## src/logic/atc_pkg.sv

```systemverilog
/*
 * atc_pkg: constants and types shared by the trigger control block.
 * assumes: included in compile order before every logic/ module.
 */
package atc_pkg;
	// -----------------------------------------------------------------
	// register map (byte addresses, one aligned 32-bit word each)
	// -----------------------------------------------------------------
	localparam logic [5:0] ADDR_CTRL = 6'h00;
	localparam logic [5:0] ADDR_CFG = 6'h04;
	localparam logic [5:0] ADDR_DELAY = 6'h08;
	localparam logic [5:0] ADDR_TOTAL = 6'h0C;
	localparam logic [5:0] ADDR_THRESH = 6'h10;
	localparam logic [5:0] ADDR_STATUS = 6'h14;
	localparam logic [5:0] ADDR_COUNT = 6'h18;
	// -----------------------------------------------------------------
	// field positions
	// -----------------------------------------------------------------
	localparam int CTRL_START_BIT = 0;
	localparam int CTRL_STOP_BIT = 1;
	localparam int CFG_SRC_LSB = 0;
	localparam int CFG_EDGE_BIT = 2;
	localparam int CFG_ACT_BIT = 3;
	localparam int CFG_CHAN_LSB = 4;
	localparam int CFG_RANGE_LSB = 8;
	// -----------------------------------------------------------------
	// reset values and the unmapped read value
	// -----------------------------------------------------------------
	localparam logic [31:0] DELAY_RST = 32'h0000_0001;
	localparam logic [31:0] TOTAL_RST = 32'h0000_0000;
	localparam logic [15:0] THRESH_RST = 16'h0000;
	localparam logic [31:0] BUS_UNMAPPED = 32'h0000_0000;
	// -----------------------------------------------------------------
	// encodings
	// -----------------------------------------------------------------
	typedef enum logic [1:0] {
		SRC_NONE = 2'h0,
		SRC_ANALOG = 2'h1,
		SRC_PIN = 2'h2
	} atc_src_t;
	typedef enum logic [4:0] {
		ST_IDLE = 5'h01,
		ST_ARMED = 5'h02,
		ST_WAIT = 5'h04,
		ST_RUN = 5'h08,
		ST_TAIL = 5'h10
	} atc_state_t;
endpackage

```

## src/logic/atc_skid.sv

```systemverilog
/*
 * atc_skid: two-entry buffer with valid/ready on both sides.
 * assumes: same clock both sides; in_ready low stalls the source.
 */
`timescale 1ns/100ps
module atc_skid #(
	parameter int WIDTH = 16
) (
	input wire logic clk_sys,
	input wire logic nrst,
	input wire logic in_valid,
	output logic in_ready,
	input wire logic [WIDTH-1:0] in_data,
	output logic out_valid,
	input wire logic out_ready,
	output logic [WIDTH-1:0] out_data
);
	// -----------------------------------------------------------------
	// storage
	// -----------------------------------------------------------------
	logic [WIDTH-1:0] mem_q [2]; // two entries
	logic [WIDTH-1:0] mem_d [2];
	logic [1:0] cnt_q; // occupancy 0..2
	logic [1:0] cnt_d;
	logic rd_q; // read pointer
	logic rd_d;
	logic push;
	logic pop;
	logic wr_ptr;

	// next state: push at tail, pop at head
	always_comb begin
		push = in_valid && (cnt_q != 2'h2);
		pop = (cnt_q != 2'h0) && out_ready;
		wr_ptr = rd_q ^ cnt_q[0];
		mem_d = mem_q;
		if (push) begin
			mem_d[wr_ptr] = in_data;
		end
		rd_d = pop ? ~rd_q : rd_q;
		cnt_d = cnt_q;
		if (push && !pop) begin
			cnt_d = cnt_q + 2'h1;
		end else if (pop && !push) begin
			cnt_d = cnt_q - 2'h1;
		end
	end

	// registers only
	always_ff @(posedge clk_sys or negedge nrst) begin
		if (!nrst) begin
			mem_q[0] <= '0;
			mem_q[1] <= '0;
			cnt_q <= 2'h0;
			rd_q <= 1'b0;
		end else begin
			mem_q <= mem_d;
			cnt_q <= cnt_d;
			rd_q <= rd_d;
		end
	end

	assign in_ready = (cnt_q != 2'h2);
	assign out_valid = (cnt_q != 2'h0);
	assign out_data = mem_q[rd_q];
endmodule

```

## src/logic/atc_sync.sv

```systemverilog
/*
 * atc_sync: three-stage pin synchroniser with agreement filter.
 * assumes: pin is asynchronous to clk_sys; output is a filtered level.
 */
`timescale 1ns/100ps
module atc_sync (
	input wire logic clk_sys,
	input wire logic nrst,
	input wire logic pin,
	output logic level
);
	// -----------------------------------------------------------------
	// chain
	// -----------------------------------------------------------------
	logic s1_q; // metastable stage, only read by s2
	logic s2_q;
	logic s3_q;
	logic level_q;
	logic level_d;

	// level changes only once stage two and three agree
	always_comb begin
		level_d = level_q;
		if (s2_q == s3_q) begin
			level_d = s3_q;
		end
	end

	// registers only
	always_ff @(posedge clk_sys or negedge nrst) begin
		if (!nrst) begin
			s1_q <= 1'b0;
			s2_q <= 1'b0;
			s3_q <= 1'b0;
			level_q <= 1'b0;
		end else begin
			s1_q <= pin;
			s2_q <= s1_q;
			s3_q <= s2_q;
			level_q <= level_d;
		end
	end

	assign level = level_q;
endmodule

```

## src/logic/atc_top.sv

```systemverilog
/*
 * atc_top: acquisition trigger control with Avalon-MM register slave.
 * holds the trigger source, edge, action and delay settings and gates
 * sample strobes into converter starts; samples flow through a
 * two-entry buffer to the downstream sink.
 * assumes: sample_strobe is a one-cycle pulse from on-chip clock logic;
 * analog samples are signed 16-bit codes valid with sample_strobe;
 * outside_event_pin is asynchronous.
 */
// Chosen here: the placing of the registers and the Avalon-MM register port.
`timescale 1ns/100ps
module atc_top #(
	parameter int NCHAN = 8,
	parameter int DW = 16
) (
	input wire logic clk_sys,
	input wire logic nrst,
	// avalon-mm slave
	input wire logic [5:0] avs_address,
	input wire logic avs_read,
	input wire logic avs_write,
	input wire logic [31:0] avs_writedata,
	input wire logic [3:0] avs_byteenable,
	output logic [31:0] avs_readdata,
	output logic avs_waitrequest,
	// acquisition side
	input wire logic outside_event_pin,
	input wire logic sample_strobe,
	input wire logic [NCHAN*DW-1:0] analog_channel_source,
	output logic convert_start,
	output logic acq_active,
	output logic [DW-1:0] sample_data,
	output logic sample_valid,
	input wire logic sample_ready
);
	// -----------------------------------------------------------------
	// register state
	// -----------------------------------------------------------------
	logic [31:0] cfg_q, cfg_d; // source, edge, action, channel, range
	logic [31:0] delay_q, delay_d; // trigger delay count
	logic [31:0] total_q, total_d; // total samples, zero is unlimited
	logic [15:0] thresh_q, thresh_d; // threshold in millivolts, signed
	logic [31:0] rdata_q, rdata_d;
	logic ack_q, ack_d; // one-cycle answer phase
	logic start_cmd, stop_cmd;
	logic [31:0] wmask;

	// -----------------------------------------------------------------
	// acquisition state
	// -----------------------------------------------------------------
	atc_pkg::atc_state_t st_q, st_d;
	logic [31:0] dcnt_q, dcnt_d; // delay counter
	logic [31:0] scnt_q, scnt_d; // samples taken this run
	logic trig_seen_q, trig_seen_d; // first trigger latched
	logic pin_prev_q, pin_prev_d;
	logic above_q, above_d; // analog side of threshold last strobe
	logic above_ok_q, above_ok_d; // above_q valid after a strobe
	logic pin_lvl;
	logic trig_evt;
	logic window;
	logic fire;
	logic buf_ready;
	logic above_now;
	logic [DW-1:0] chan_val;
	logic [DW+1:0] thr_code;
	logic [2:0] chan_sel;
	logic [1:0] range_sel;
	atc_pkg::atc_src_t src;

	// -----------------------------------------------------------------
	// input synchroniser for the trigger pin
	// -----------------------------------------------------------------
	atc_sync u_sync (
		.clk_sys(clk_sys),
		.nrst(nrst),
		.pin(outside_event_pin),
		.level(pin_lvl)
	);

	// -----------------------------------------------------------------
	// output buffer; a full buffer holds off the converter
	// -----------------------------------------------------------------
	atc_skid #(.WIDTH(DW)) u_buf (
		.clk_sys(clk_sys),
		.nrst(nrst),
		.in_valid(fire),
		.in_ready(buf_ready),
		.in_data(chan_val),
		.out_valid(sample_valid),
		.out_ready(sample_ready),
		.out_data(sample_data)
	);

	// -----------------------------------------------------------------
	// register file and bus next values
	// -----------------------------------------------------------------
	always_comb begin
		wmask = {{8{avs_byteenable[3]}}, {8{avs_byteenable[2]}},
			{8{avs_byteenable[1]}}, {8{avs_byteenable[0]}}};
		cfg_d = cfg_q;
		delay_d = delay_q;
		total_d = total_q;
		thresh_d = thresh_q;
		rdata_d = rdata_q;
		start_cmd = 1'b0;
		stop_cmd = 1'b0;
		// answer one cycle after the request, then drop it
		ack_d = (avs_read || avs_write) && !ack_q;
		// a write lands on the edge that sees waitrequest low, never on
		// the wait edge, so a master that is still waiting changes nothing
		if (avs_write && ack_q) begin
			case (avs_address)
				atc_pkg::ADDR_CTRL: begin
					start_cmd = avs_byteenable[0] && avs_writedata[atc_pkg::CTRL_START_BIT];
					stop_cmd = avs_byteenable[0] && avs_writedata[atc_pkg::CTRL_STOP_BIT];
				end
				atc_pkg::ADDR_CFG: cfg_d = (cfg_q & ~wmask) | (avs_writedata & wmask);
				atc_pkg::ADDR_DELAY: begin
					delay_d = (delay_q & ~wmask) | (avs_writedata & wmask);
					if (delay_d == 32'h0000_0000) begin
						delay_d = atc_pkg::DELAY_RST;
					end
				end
				atc_pkg::ADDR_TOTAL: total_d = (total_q & ~wmask) | (avs_writedata & wmask);
				atc_pkg::ADDR_THRESH: thresh_d = (thresh_q & ~wmask[15:0])
					| (avs_writedata[15:0] & wmask[15:0]);
				default: begin
					// writes elsewhere are dropped
				end
			endcase
		end
		if (avs_read && !ack_q) begin
			case (avs_address)
				atc_pkg::ADDR_CFG: rdata_d = cfg_q;
				atc_pkg::ADDR_DELAY: rdata_d = delay_q;
				atc_pkg::ADDR_TOTAL: rdata_d = total_q;
				atc_pkg::ADDR_THRESH: rdata_d = {16'h0000, thresh_q};
				atc_pkg::ADDR_STATUS: rdata_d = {26'h0, trig_seen_q, st_q};
				atc_pkg::ADDR_COUNT: rdata_d = scnt_q;
				default: rdata_d = atc_pkg::BUS_UNMAPPED; // ctrl and holes read zero
			endcase
		end
	end

	// bus registers
	always_ff @(posedge clk_sys or negedge nrst) begin
		if (!nrst) begin
			cfg_q <= 32'h0000_0000;
			delay_q <= atc_pkg::DELAY_RST;
			total_q <= atc_pkg::TOTAL_RST;
			thresh_q <= atc_pkg::THRESH_RST;
			rdata_q <= 32'h0000_0000;
			ack_q <= 1'b0;
		end else begin
			cfg_q <= cfg_d;
			delay_q <= delay_d;
			total_q <= total_d;
			thresh_q <= thresh_d;
			rdata_q <= rdata_d;
			ack_q <= ack_d;
		end
	end

	// combinational wait: exactly one wait cycle for every access
	assign avs_waitrequest = (avs_read || avs_write) && !ack_q;
	assign avs_readdata = rdata_q;

	// -----------------------------------------------------------------
	// trigger detection
	// -----------------------------------------------------------------
	always_comb begin
		src = atc_pkg::atc_src_t'(cfg_q[atc_pkg::CFG_SRC_LSB +: 2]);
		chan_sel = cfg_q[atc_pkg::CFG_CHAN_LSB +: 3];
		range_sel = cfg_q[atc_pkg::CFG_RANGE_LSB +: 2];
		chan_val = analog_channel_source[chan_sel*DW +: DW];
		// code = mv * 32768 / (9800 >> range), approximated as (mv*107 >>> 5) << range, i.e. mv*3.34375 << range
		thr_code = (DW + 2)'(($signed(thresh_q) * 32'sd107) >>> 5) <<< range_sel;
		above_now = $signed({{2{chan_val[DW-1]}}, chan_val}) > $signed(thr_code);
		above_d = sample_strobe ? above_now : above_q;
		above_ok_d = (st_q == atc_pkg::ST_IDLE) ? 1'b0 : (above_ok_q | sample_strobe);
		pin_prev_d = pin_lvl;
		trig_evt = 1'b0;
		case (src)
			atc_pkg::SRC_PIN: trig_evt = cfg_q[atc_pkg::CFG_EDGE_BIT]
				? (pin_prev_q && !pin_lvl) : (!pin_prev_q && pin_lvl);
			atc_pkg::SRC_ANALOG: trig_evt = sample_strobe && above_ok_q &&
				(cfg_q[atc_pkg::CFG_EDGE_BIT] ? (above_q && !above_now)
				: (!above_q && above_now));
			default: trig_evt = 1'b0;
		endcase
	end

	// -----------------------------------------------------------------
	// acquisition sequencer
	// -----------------------------------------------------------------
	always_comb begin
		st_d = st_q;
		dcnt_d = dcnt_q;
		scnt_d = scnt_q;
		trig_seen_d = trig_seen_q;
		window = (st_q == atc_pkg::ST_RUN) || (st_q == atc_pkg::ST_TAIL);
		fire = window && sample_strobe && buf_ready;
		if (fire) begin
			scnt_d = scnt_q + 32'h1;
		end
		case (st_q)
			atc_pkg::ST_IDLE: begin
				if (start_cmd) begin
					scnt_d = 32'h0;
					trig_seen_d = 1'b0;
					dcnt_d = delay_q;
					// no source means start at once
					if (src == atc_pkg::SRC_NONE || cfg_q[atc_pkg::CFG_ACT_BIT]) begin
						st_d = atc_pkg::ST_RUN;
					end else begin
						st_d = atc_pkg::ST_ARMED;
					end
				end
			end
			atc_pkg::ST_ARMED: begin
				if (trig_evt) begin
					trig_seen_d = 1'b1;
					// the strobe after the trigger is the first delay pulse and
					// converts itself, so a count of one leaves nothing to wait for
					if (delay_q <= 32'h1) begin
						st_d = atc_pkg::ST_RUN;
					end else begin
						dcnt_d = delay_q - 32'h1;
						st_d = atc_pkg::ST_WAIT;
					end
				end
			end
			atc_pkg::ST_WAIT: begin
				// the strobe ending the count opens the window for the next
				if (sample_strobe) begin
					dcnt_d = dcnt_q - 32'h1;
					if (dcnt_q <= 32'h1) begin
						st_d = atc_pkg::ST_RUN;
					end
				end
			end
			atc_pkg::ST_RUN: begin
				if (src != atc_pkg::SRC_NONE && cfg_q[atc_pkg::CFG_ACT_BIT]
					&& !trig_seen_q && trig_evt) begin
					trig_seen_d = 1'b1;
					st_d = atc_pkg::ST_TAIL;
				end else if ((src == atc_pkg::SRC_NONE || !cfg_q[atc_pkg::CFG_ACT_BIT])
					&& total_q != 32'h0 && scnt_d >= total_q) begin
					st_d = atc_pkg::ST_IDLE;
				end
			end
			atc_pkg::ST_TAIL: begin
				// count delay conversions; sink keeps the latest total
				if (fire) begin
					dcnt_d = dcnt_q - 32'h1;
					if (dcnt_q <= 32'h1) begin
						st_d = atc_pkg::ST_IDLE;
					end
				end
			end
			default: st_d = atc_pkg::ST_IDLE;
		endcase
		if (stop_cmd) begin
			st_d = atc_pkg::ST_IDLE;
		end
	end

	// sequencer registers
	always_ff @(posedge clk_sys or negedge nrst) begin
		if (!nrst) begin
			st_q <= atc_pkg::ST_IDLE;
			dcnt_q <= 32'h0;
			scnt_q <= 32'h0;
			trig_seen_q <= 1'b0;
			pin_prev_q <= 1'b0;
			above_q <= 1'b0;
			above_ok_q <= 1'b0;
		end else begin
			st_q <= st_d;
			dcnt_q <= dcnt_d;
			scnt_q <= scnt_d;
			trig_seen_q <= trig_seen_d;
			pin_prev_q <= pin_prev_d;
			above_q <= above_d;
			above_ok_q <= above_ok_d;
		end
	end

	// both stay combinational so the accepted strobe is not delayed a cycle
	assign convert_start = fire;
	assign acq_active = window;
endmodule

```

## config.mk

```make
export PLATFORM = sky130hd
export DESIGN_NAME = atc_top
export DESIGN_NICKNAME = d
export VERILOG_FILES = /design/src/logic/atc_pkg.sv /design/src/logic/atc_skid.sv /design/src/logic/atc_sync.sv /design/src/logic/atc_top.sv
export SDC_FILE = /design/constraint.sdc
export NUM_CORES = 1
export LEC_CHECK = 0
export ABC_AREA = 1
export BUFFER_PORTS_ARGS = -buffer_cell sky130_fd_sc_hd__buf_4
export CORE_MARGIN = 2
export CORE_UTILIZATION = 60
export CTS_BUF_LIST = sky130_fd_sc_hd__clkbuf_2 sky130_fd_sc_hd__clkbuf_4 sky130_fd_sc_hd__clkbuf_8
export DETAILED_ROUTE_END_ITERATION = 6
export PLACE_DENSITY = 0.88
export SLEW_MARGIN = 15
export SYNTH_ARGS = -nofsm -noshare
export SYNTH_HDL_FRONTEND = slang
export SYNTH_SLANG_ARGS = --single-unit
```

## constraint.sdc

```tcl
create_clock -name clk_sys -period 14.5 [get_ports clk_sys]
set_input_delay 1.45 -clock clk_sys [delete_from_list [all_inputs] [get_ports clk_sys]]
set_output_delay 1.45 -clock clk_sys [all_outputs]
set_load 0.05 [all_outputs]
```

==> results.py, run 1 <==
metrics = {
    "run_status": {
        "run_status": "complete, but fails checks",
        "failed_checks": "design-rule violations",
    },
    "critical_path": {
        "ff2ff_path_depth": 38,
        "crit_path_top_delay_cell": "sky130_fd_sc_hd__inv_2",
        "critical_path_buf_inv_count": 6,
        "worst_path_largest_cell_delay_ns": 0.74,
        "critPathArrivalTime_ns": 7.79,
        "reg2reg_to": "dcnt_q[19]$_DFFE_PN0P_",
        "setup.worst_path.end_class": "flip-flop",
        "timing_worst_setup_path_type": "flip-flop to flip-flop",
        "path_max_fanout": 44,
        "critPathMostFrequentCell": "sky130_fd_sc_hd__nand2_1",
        "cp.required_ns": 14.97,
        "worst_reg2reg_setup_slack_ns": 7.18,
        "worst_setup_path_start_kind": "flip-flop",
        "worst_path_dominant_cell_family": "adder cells",
    },
    "floorplanning": {
        "ios": 229,
        "die_height_um": 182,
        "fp.dieW_um": 182,
        "initial_utilization": 0.605,
        "fp.dieArea_um2": 33100,
        "placementRows": 65,
        "core_region_area_um2": 31400,
    },
    "synthesis": {
        "synth_mux_area_frac": 0.0105,
        "synth_sequential_area_ratio": 0.339,
        "most_common_flop_cell_mapped_by_yosys": "sky130_fd_sc_hd__dfrtp_1",
        "synth_warnings": 0,
        "yosys.area_share.simple": 0.248,
        "synthArstFlopShare": 1.00,
        "synth-xor-area-share": 0.0226,
        "synth_register_bits": 257,
        "post_synthesis_area_per_instance_um2": 7.26,
        "synth_cells": 2614,
        "synth_area_um2": 19000,
        "edff_count_synth": 0,
        "synth_compound_area_frac": 0.169,
        "synth_cell_type_count": 61,
        "synth_top_family_by_area": "simple AND/OR/NAND/NOR gates",
        "synth_adder_area_share": 0.113,
        "synthesis.nets": 2937,
    },
    "worst_hold_path": {
        "worstHoldStart": "u_sync.s1_q$_DFF_PN0_",
        "min_to": "u_sync.s2_q$_DFF_PN0_",
        "instance_count_along_the_most_critical_hold_path": 0,
        "timing.hold.worst.class": "flip-flop to flip-flop",
    },
    "grt": {
        "grt_pass1_wl_um": 95800,
        "vias_in_the_first_global_route": 18500,
        "grt_util_all_layers": 0.364,
        "maximum_number_of_pins_on_one_net_before_global_route_repair": 109,
        "grt_overflow_total": 0,
        "grt_antenna_before_repair": 0,
    },
    "cells_and_area": {
        "layout.nets": 3132,
        "layout_common_cells": "sky130_fd_sc_hd__nand2_1, sky130_fd_sc_hd__inv_1, sky130_fd_sc_hd__o21ai_0",
        "post-route-util": 0.695,
        "areaGrowthSynthToFinish_pct": 14.9,
        "layout_commonest_cell": "sky130_fd_sc_hd__nand2_1",
        "non_filler_cells_final": 3239,
        "diodes": 0,
        "final_layout_size_suffix_gt1_frac": 0.145,
    },
    "flow_run": {
        "drv_cap": 0,
    },
    "clock_network": {
        "clock_tree_from_tritoncts": "built",
        "cts_sink_cnt": 257,
        "tritoncts.num_buffers": 44,
        "worst_setup_hold_path_clk_slew_ns": 0.06,
        "cts.path.max_buffers": 3,
        "cts_root_buf": "sky130_fd_sc_hd__clkbuf_8",
        "postCtsResizedCells": 0,
        "hold_buffers": 0,
        "h-tree-depth": 2,
        "cts_setup_buffers": 0,
        "clock_latency_ns": 0.58,
    },
    "detailed_routing": {
        "drt-total-wl_um": 60300,
        "drt_pass1_iterations": 7,
        "avgRoutedWirePerCell_um": 18.6,
        "route.detailed.drc": 1,
        "antenna_violating_nets_post_route": 0,
        "route.vias.total": 19000,
        "drt_iter0_drc": 1809,
        "post_drt_via_cell_ratio": 5.87,
    },
    "placed_design": {
        "gp_congestion": 0.976,
        "placedCellCount": 3165,
        "portBuffers": 228,
        "place_hpwl_um": 46100,
    },
    "timing": {
        "timing_hold_violations_final": 0,
        "worst_tran_pin_value_ns": 1.09,
        "slew-limit-headroom": 0.272,
        "finClkSkew_ns": 0.0381,
        "setup_repair_after_global_routing_missed_its_margin": "no",
        "timing.final.crit_period_ns": 7.32,
        "tns_ns": 0,
        "setup-violations-final": 0,
        "fmaxAchievable_mhz": 137,
        "slew_violations": 0,
        "final.period_utilization": 0.505,
    },
    "pwr": {
        "cellPowerDensity_nw_per_um2": 120,
        "vdd.ir_drop.worst_v": 0.000147,
        "totalPowerFinal_w": 0.00261,
        "leakagePower_nw": 10.9,
    },
}
## cell usage after synthesis, types with 25 or more instances
cell type	instances	area share
sky130_fd_sc_hd__nand4_1	27	0.0089
sky130_fd_sc_hd__ha_1	105	0.069
sky130_fd_sc_hd__clkbuf_1	74	0.015
sky130_fd_sc_hd__nor2_1	275	0.054
sky130_fd_sc_hd__xor2_1	35	0.016
sky130_fd_sc_hd__fa_1	41	0.043
sky130_fd_sc_hd__nor3_1	25	0.0066
sky130_fd_sc_hd__dfrtp_1	255	0.34
sky130_fd_sc_hd__o22ai_1	40	0.013
sky130_fd_sc_hd__nand2_1	559	0.11
sky130_fd_sc_hd__a21oi_1	77	0.020
sky130_fd_sc_hd__o21ai_0	356	0.094
sky130_fd_sc_hd__nand3_1	116	0.031
sky130_fd_sc_hd__inv_1	379	0.075
## worst register-to-register path, delay by kind of cell, from the launching register on
| kind | cells | cell delay, ns |
|---|---|---|
| flip-flops | 1 | 0.43 |
| adder cells (fa/ha/maj) | 6 | 2.41 |
| buffers and inverters | 6 | 1.10 |
| AO/OA/AOI/OAI | 7 | 1.24 |
| AND/OR/NAND/NOR | 19 | 2.02 |
## final cells by class
cell class | count | area (um^2)
Timing Repair Buffer | 240 | 1810
Fill cell | 2562 | 9570
Clock inverter | 6 | 70.1
Tap cell | 402 | 503
Sequential cell | 257 | 6430
Clock buffer | 68 | 823
Inverter | 392 | 1470
Multi-Input combinational cell | 1874 | 10700
## power by group
group	internal, W	total (W)	switching, W
combinational	0.000328	0.000965	0.000637
sequential	0.000841	0.000963	0.000121
clock	0.000378	0.000682	0.000304
total	0.00155	0.00261	0.00106
## per-layer routing
metal	global-route usage	vias to the layer above	share of wire	routed length, um
li1	-	8961	-	-
met2	0.621	993	0.47	28500
met3	0.0636	260	0.084	5050
met1	0.415	8787	0.36	21900
met4	0.259	0	0.081	4890
met5	0	-	0	0
## through the flow
| step | hold slack (ns) | setup slack [ns] | area [um^2] |
|---|---|---|---|
| detailed placement | 0.354 | 7.25 | 20900 |
| finish | 0.375 | 7.18 | 21800 |
| CTS | 0.378 | 7.23 | 21800 |
| global route | 0.381 | 6.54 | 21800 |
| global placement | 0.340 | 7.36 | 20900 |
| floorplan | 0.331 | 8.86 | 19000 |
## kinds of logic after synthesis
kind of cell,count (synthesis)
AO/OA/AOI/OAI,573
XOR/XNOR,49
adder cells (fa/ha/maj),147
buffers and inverters,483
flip-flops,257
multiplexers,18
AND/OR/NAND/NOR,1087
## how the worst max path moves through the flow
stage | depth (start not counted) | to | start | slack [ns]
2_1_floorplan | 38 | dcnt_q[27]$_DFFE_PN0P_ | flip-flop | 8.86
6_report | 38 | dcnt_q[19]$_DFFE_PN0P_ | flip-flop | 7.18
5_1_grt | 36 | dcnt_q[19]$_DFFE_PN0P_ | flip-flop | 6.54
3_3_place_gp | 38 | dcnt_q[19]$_DFFE_PN0P_ | flip-flop | 7.36
4_1_cts | 38 | dcnt_q[23]$_DFFE_PN0P_ | flip-flop | 7.23
3_5_place_dp | 38 | dcnt_q[23]$_DFFE_PN0P_ | flip-flop | 7.25
Power figures use the tool's default switching activity.
==> run 2: changes to the inputs <==
--- a/config.mk
+++ b/config.mk
@@ -8,10 +8,10 @@
 export ABC_AREA = 1
 export BUFFER_PORTS_ARGS = -buffer_cell sky130_fd_sc_hd__buf_4
 export CORE_MARGIN = 2
-export CORE_UTILIZATION = 60
+export CORE_UTILIZATION = 55
 export CTS_BUF_LIST = sky130_fd_sc_hd__clkbuf_2 sky130_fd_sc_hd__clkbuf_4 sky130_fd_sc_hd__clkbuf_8
 export DETAILED_ROUTE_END_ITERATION = 6
-export PLACE_DENSITY = 0.88
+export PLACE_DENSITY = 0.85
 export SLEW_MARGIN = 15
 export SYNTH_ARGS = -nofsm -noshare
 export SYNTH_HDL_FRONTEND = slang
==> constraint.sdc (replaced) <==
create_clock -name clk_sys -period 6 [get_ports clk_sys]
set_input_delay 0.6 -clock clk_sys [delete_from_list [all_inputs] [get_ports clk_sys]]
set_output_delay 0.6 -clock clk_sys [all_outputs]
set_load 0.05 [all_outputs]
==> results.py, run 2 (synthesis results as in run 1) <==
metrics = {
    "floorplanning": {
        "ios": 229,
        "initial_utilization": 0.554,
        "core_region_area_um2": 34300,
        "fp.dieW_um": 190,
        "fp.dieArea_um2": 36000,
        "die_height_um": 190,
        "placementRows": 68,
    },
    "clock_network": {
        "clock_latency_ns": 0.60,
        "tritoncts.num_buffers": 43,
        "cts_root_buf": "sky130_fd_sc_hd__clkbuf_8",
        "h-tree-depth": 2,
        "hold_buffers": 0,
        "clock_tree_from_tritoncts": "built",
        "cts.path.max_buffers": 3,
        "cts_sink_cnt": 257,
        "worst_setup_hold_path_clk_slew_ns": 0.06,
    },
    "critical_path": {
        "setup.worst_path.end_class": "flip-flop",
        "worst_setup_path_start_kind": "flip-flop",
        "crit_path_top_delay_cell": "sky130_fd_sc_hd__fa_1",
        "critPathArrivalTime_ns": 6.55,
        "cp.required_ns": 6.44,
        "timing_worst_setup_path_type": "flip-flop to flip-flop",
        "path_max_fanout": 7,
        "worst_path_largest_cell_delay_ns": 0.57,
        "critPathMostFrequentCell": "sky130_fd_sc_hd__nand2_1",
    },
    "detailed_routing": {
        "drt-met1-wl_um": 23900,
        "route.vias.total": 19500,
        "route.met2.wl_um": 29900,
        "post_drt_via_cell_ratio": 5.79,
        "drt-total-wl_um": 63500,
        "met3WireLength_um": 4700,
        "drt_pass1_iterations": 6,
        "antenna_violating_nets_post_route": 0,
        "topRoutingLayerUsed": "met4",
        "avgRoutedWirePerCell_um": 18.8,
        "route.detailed.drc": 0,
        "drt_iter0_drc": 1934,
    },
    "timing": {
        "setup_repair_after_global_routing_missed_its_margin": "yes",
        "timing_hold_violations_final": 0,
        "finClkSkew_ns": 0.0556,
        "slew-limit-headroom": 0.226,
        "final.period_utilization": 1.02,
        "fmaxAchievable_mhz": 164,
        "pnr_worst_setup_slack_ns": -0.109,
        "slew_violations": 0,
        "worst_tran_pin_value_ns": 1.16,
        "setup-violations-final": 29,
        "timing.final.crit_period_ns": 6.11,
    },
    "grt": {
        "grt_overflow_total": 0,
        "grt_antenna_before_repair": 0,
        "grt_pass1_wl_um": 98500,
        "vias_in_the_first_global_route": 19100,
        "grt_util_all_layers": 0.346,
        "maximum_number_of_pins_on_one_net_before_global_route_repair": 117,
    },
    "cells_and_area": {
        "register_area_um2": 6440,
        "layout.nets": 3210,
        "diodes": 0,
        "layout_commonest_cell": "sky130_fd_sc_hd__nand2_1",
        "final_design_area_no_fill_um2": 23000,
        "final_layout_size_suffix_gt1_frac": 0.194,
        "areaGrowthSynthToFinish_pct": 21.2,
        "multi_input_comb_area_um2": 11100,
        "fillers": 2851,
        "non_filler_cells_final": 3372,
        "layout_common_cells": "sky130_fd_sc_hd__nand2_1, sky130_fd_sc_hd__inv_1, sky130_fd_sc_hd__o21ai_0",
    },
    "pwr": {
        "cellPowerDensity_nw_per_um2": 289,
        "vdd.ir_drop.worst_v": 0.000518,
        "leakagePower_nw": 11.3,
    },
    "run_status": {
        "failed_checks": "negative setup slack",
        "run_status": "complete, but fails checks",
    },
    "flow_run": {
        "drv_cap": 0,
    },
    "placed_design": {
        "place_hpwl_um": 48000,
        "portBuffers": 228,
        "placed_area_um2": 21500,
        "gp_congestion": 0.979,
        "placedCellCount": 3283,
    },
    "worst_hold_path": {
        "timing.hold.worst.class": "primary input to asynchronous set/reset pin",
    },
}
-- run 2: cell count changes in the layout (fill, tap and decap cells not counted), moves of 10 or more --
cell | before | now
sky130_fd_sc_hd__o21ai_1 | 1 | 15
sky130_fd_sc_hd__clkbuf_4 | 18 | 8
sky130_fd_sc_hd__nand2_1 | 559 | 540
sky130_fd_sc_hd__nand2_2 | 4 | 19
sky130_fd_sc_hd__clkbuf_8 | 50 | 60
sky130_fd_sc_hd__o21ai_0 | 356 | 339
sky130_fd_sc_hd__ha_4 | 0 | 12
sky130_fd_sc_hd__ha_1 | 105 | 92
sky130_fd_sc_hd__a21oi_2 | 0 | 12
sky130_fd_sc_hd__buf_4 | 239 | 309
sky130_fd_sc_hd__a21oi_1 | 77 | 64
-- run 2: cell type report --
cell class,count,area share
inverters,392,0.0645
repair buffers,318,0.108
repair inverters,1,0.000272
flip-flops and latches,257,0.280
clock buffers,68,0.0385
clock inverters,7,0.00239
multi-input cells,1874,0.482
well taps,455,0.0247
-- run 2: path summary, 6_finish.rpt --
kind,startpoint,endpoint,slack [ns],depth (start not counted)
hold reg to reg,u_sync.s1_q$_DFF_PN0_,u_sync.s2_q$_DFF_PN0_,0.37,0
min in group clk_sys,outside_event_pin,u_sync.s1_q$_DFF_PN0_,0.16,1
setup / recovery,flip-flop,dcnt_q[14]$_DFFE_PN0P_,-0.11,35
max in group asynchronous,nrst,asynchronous set/reset pin,4.57,2
setup reg to reg,flip-flop,dcnt_q[14]$_DFFE_PN0P_,-0.11,35
hold / removal,nrst,avs_readdata[8]$_DFFE_PN0P_,0.11,1
-- run 2: report_power, final --
group | leakage, nW | switching (W) | internal (W) | total (W)
Clock | 0.492 | 0.000751 | 0.000940 | 0.00169
Combinational | 7.55 | 0.00166 | 0.000994 | 0.00265
Sequential | 3.27 | 0.000288 | 0.00203 | 0.00232
-- run 2: per-layer routing --
layer	up-vias	global-route usage
li1	9109	-
met3	262	0.0581
met1	9196	0.396
met2	957	0.590
met5	-	0
met4	0	0.248
-- run 2: timing repair --
action	CTS	global route
buffers inserted	8	2
setup endpoints to repair	38	38
gates resized for setup	30	83
gates cloned	1	3
endpoints found under the hold margin	0	0
pin swaps	4	35
-- run 2: metrics by stage --
| step | hold WS [ns] | setup TNS [ns] | setup slack, ns | utilization | power, W |
|---|---|---|---|---|---|
| finish | 0.112 | -2.10 | -0.109 | 0.671 | 0.00666 |
| global route | 0.155 | -12.99 | -0.374 | 0.671 | 0.00703 |
| CTS | 0.135 | 0 | 0.00798 | 0.660 | 0.00647 |
| detailed placement | 0.336 | -12.37 | -0.425 | 0.627 | 0.00474 |
| global placement | 0.338 | -5.07 | -0.215 | 0.627 | 0.00464 |
| floorplan | 0.304 | 0 | 0.365 | - | 0.00394 |
-- run 2: worst max-delay path, delay by kind of cell, from the launching register on --
kind,cells,cell delay [ns]
fa+ha+maj,6,2.50
xor+xnor,1,0.22
buf+inv,7,0.71
compound gates,3,0.49
flops,1,0.46
simple gates,17,1.50
mux,1,0.13
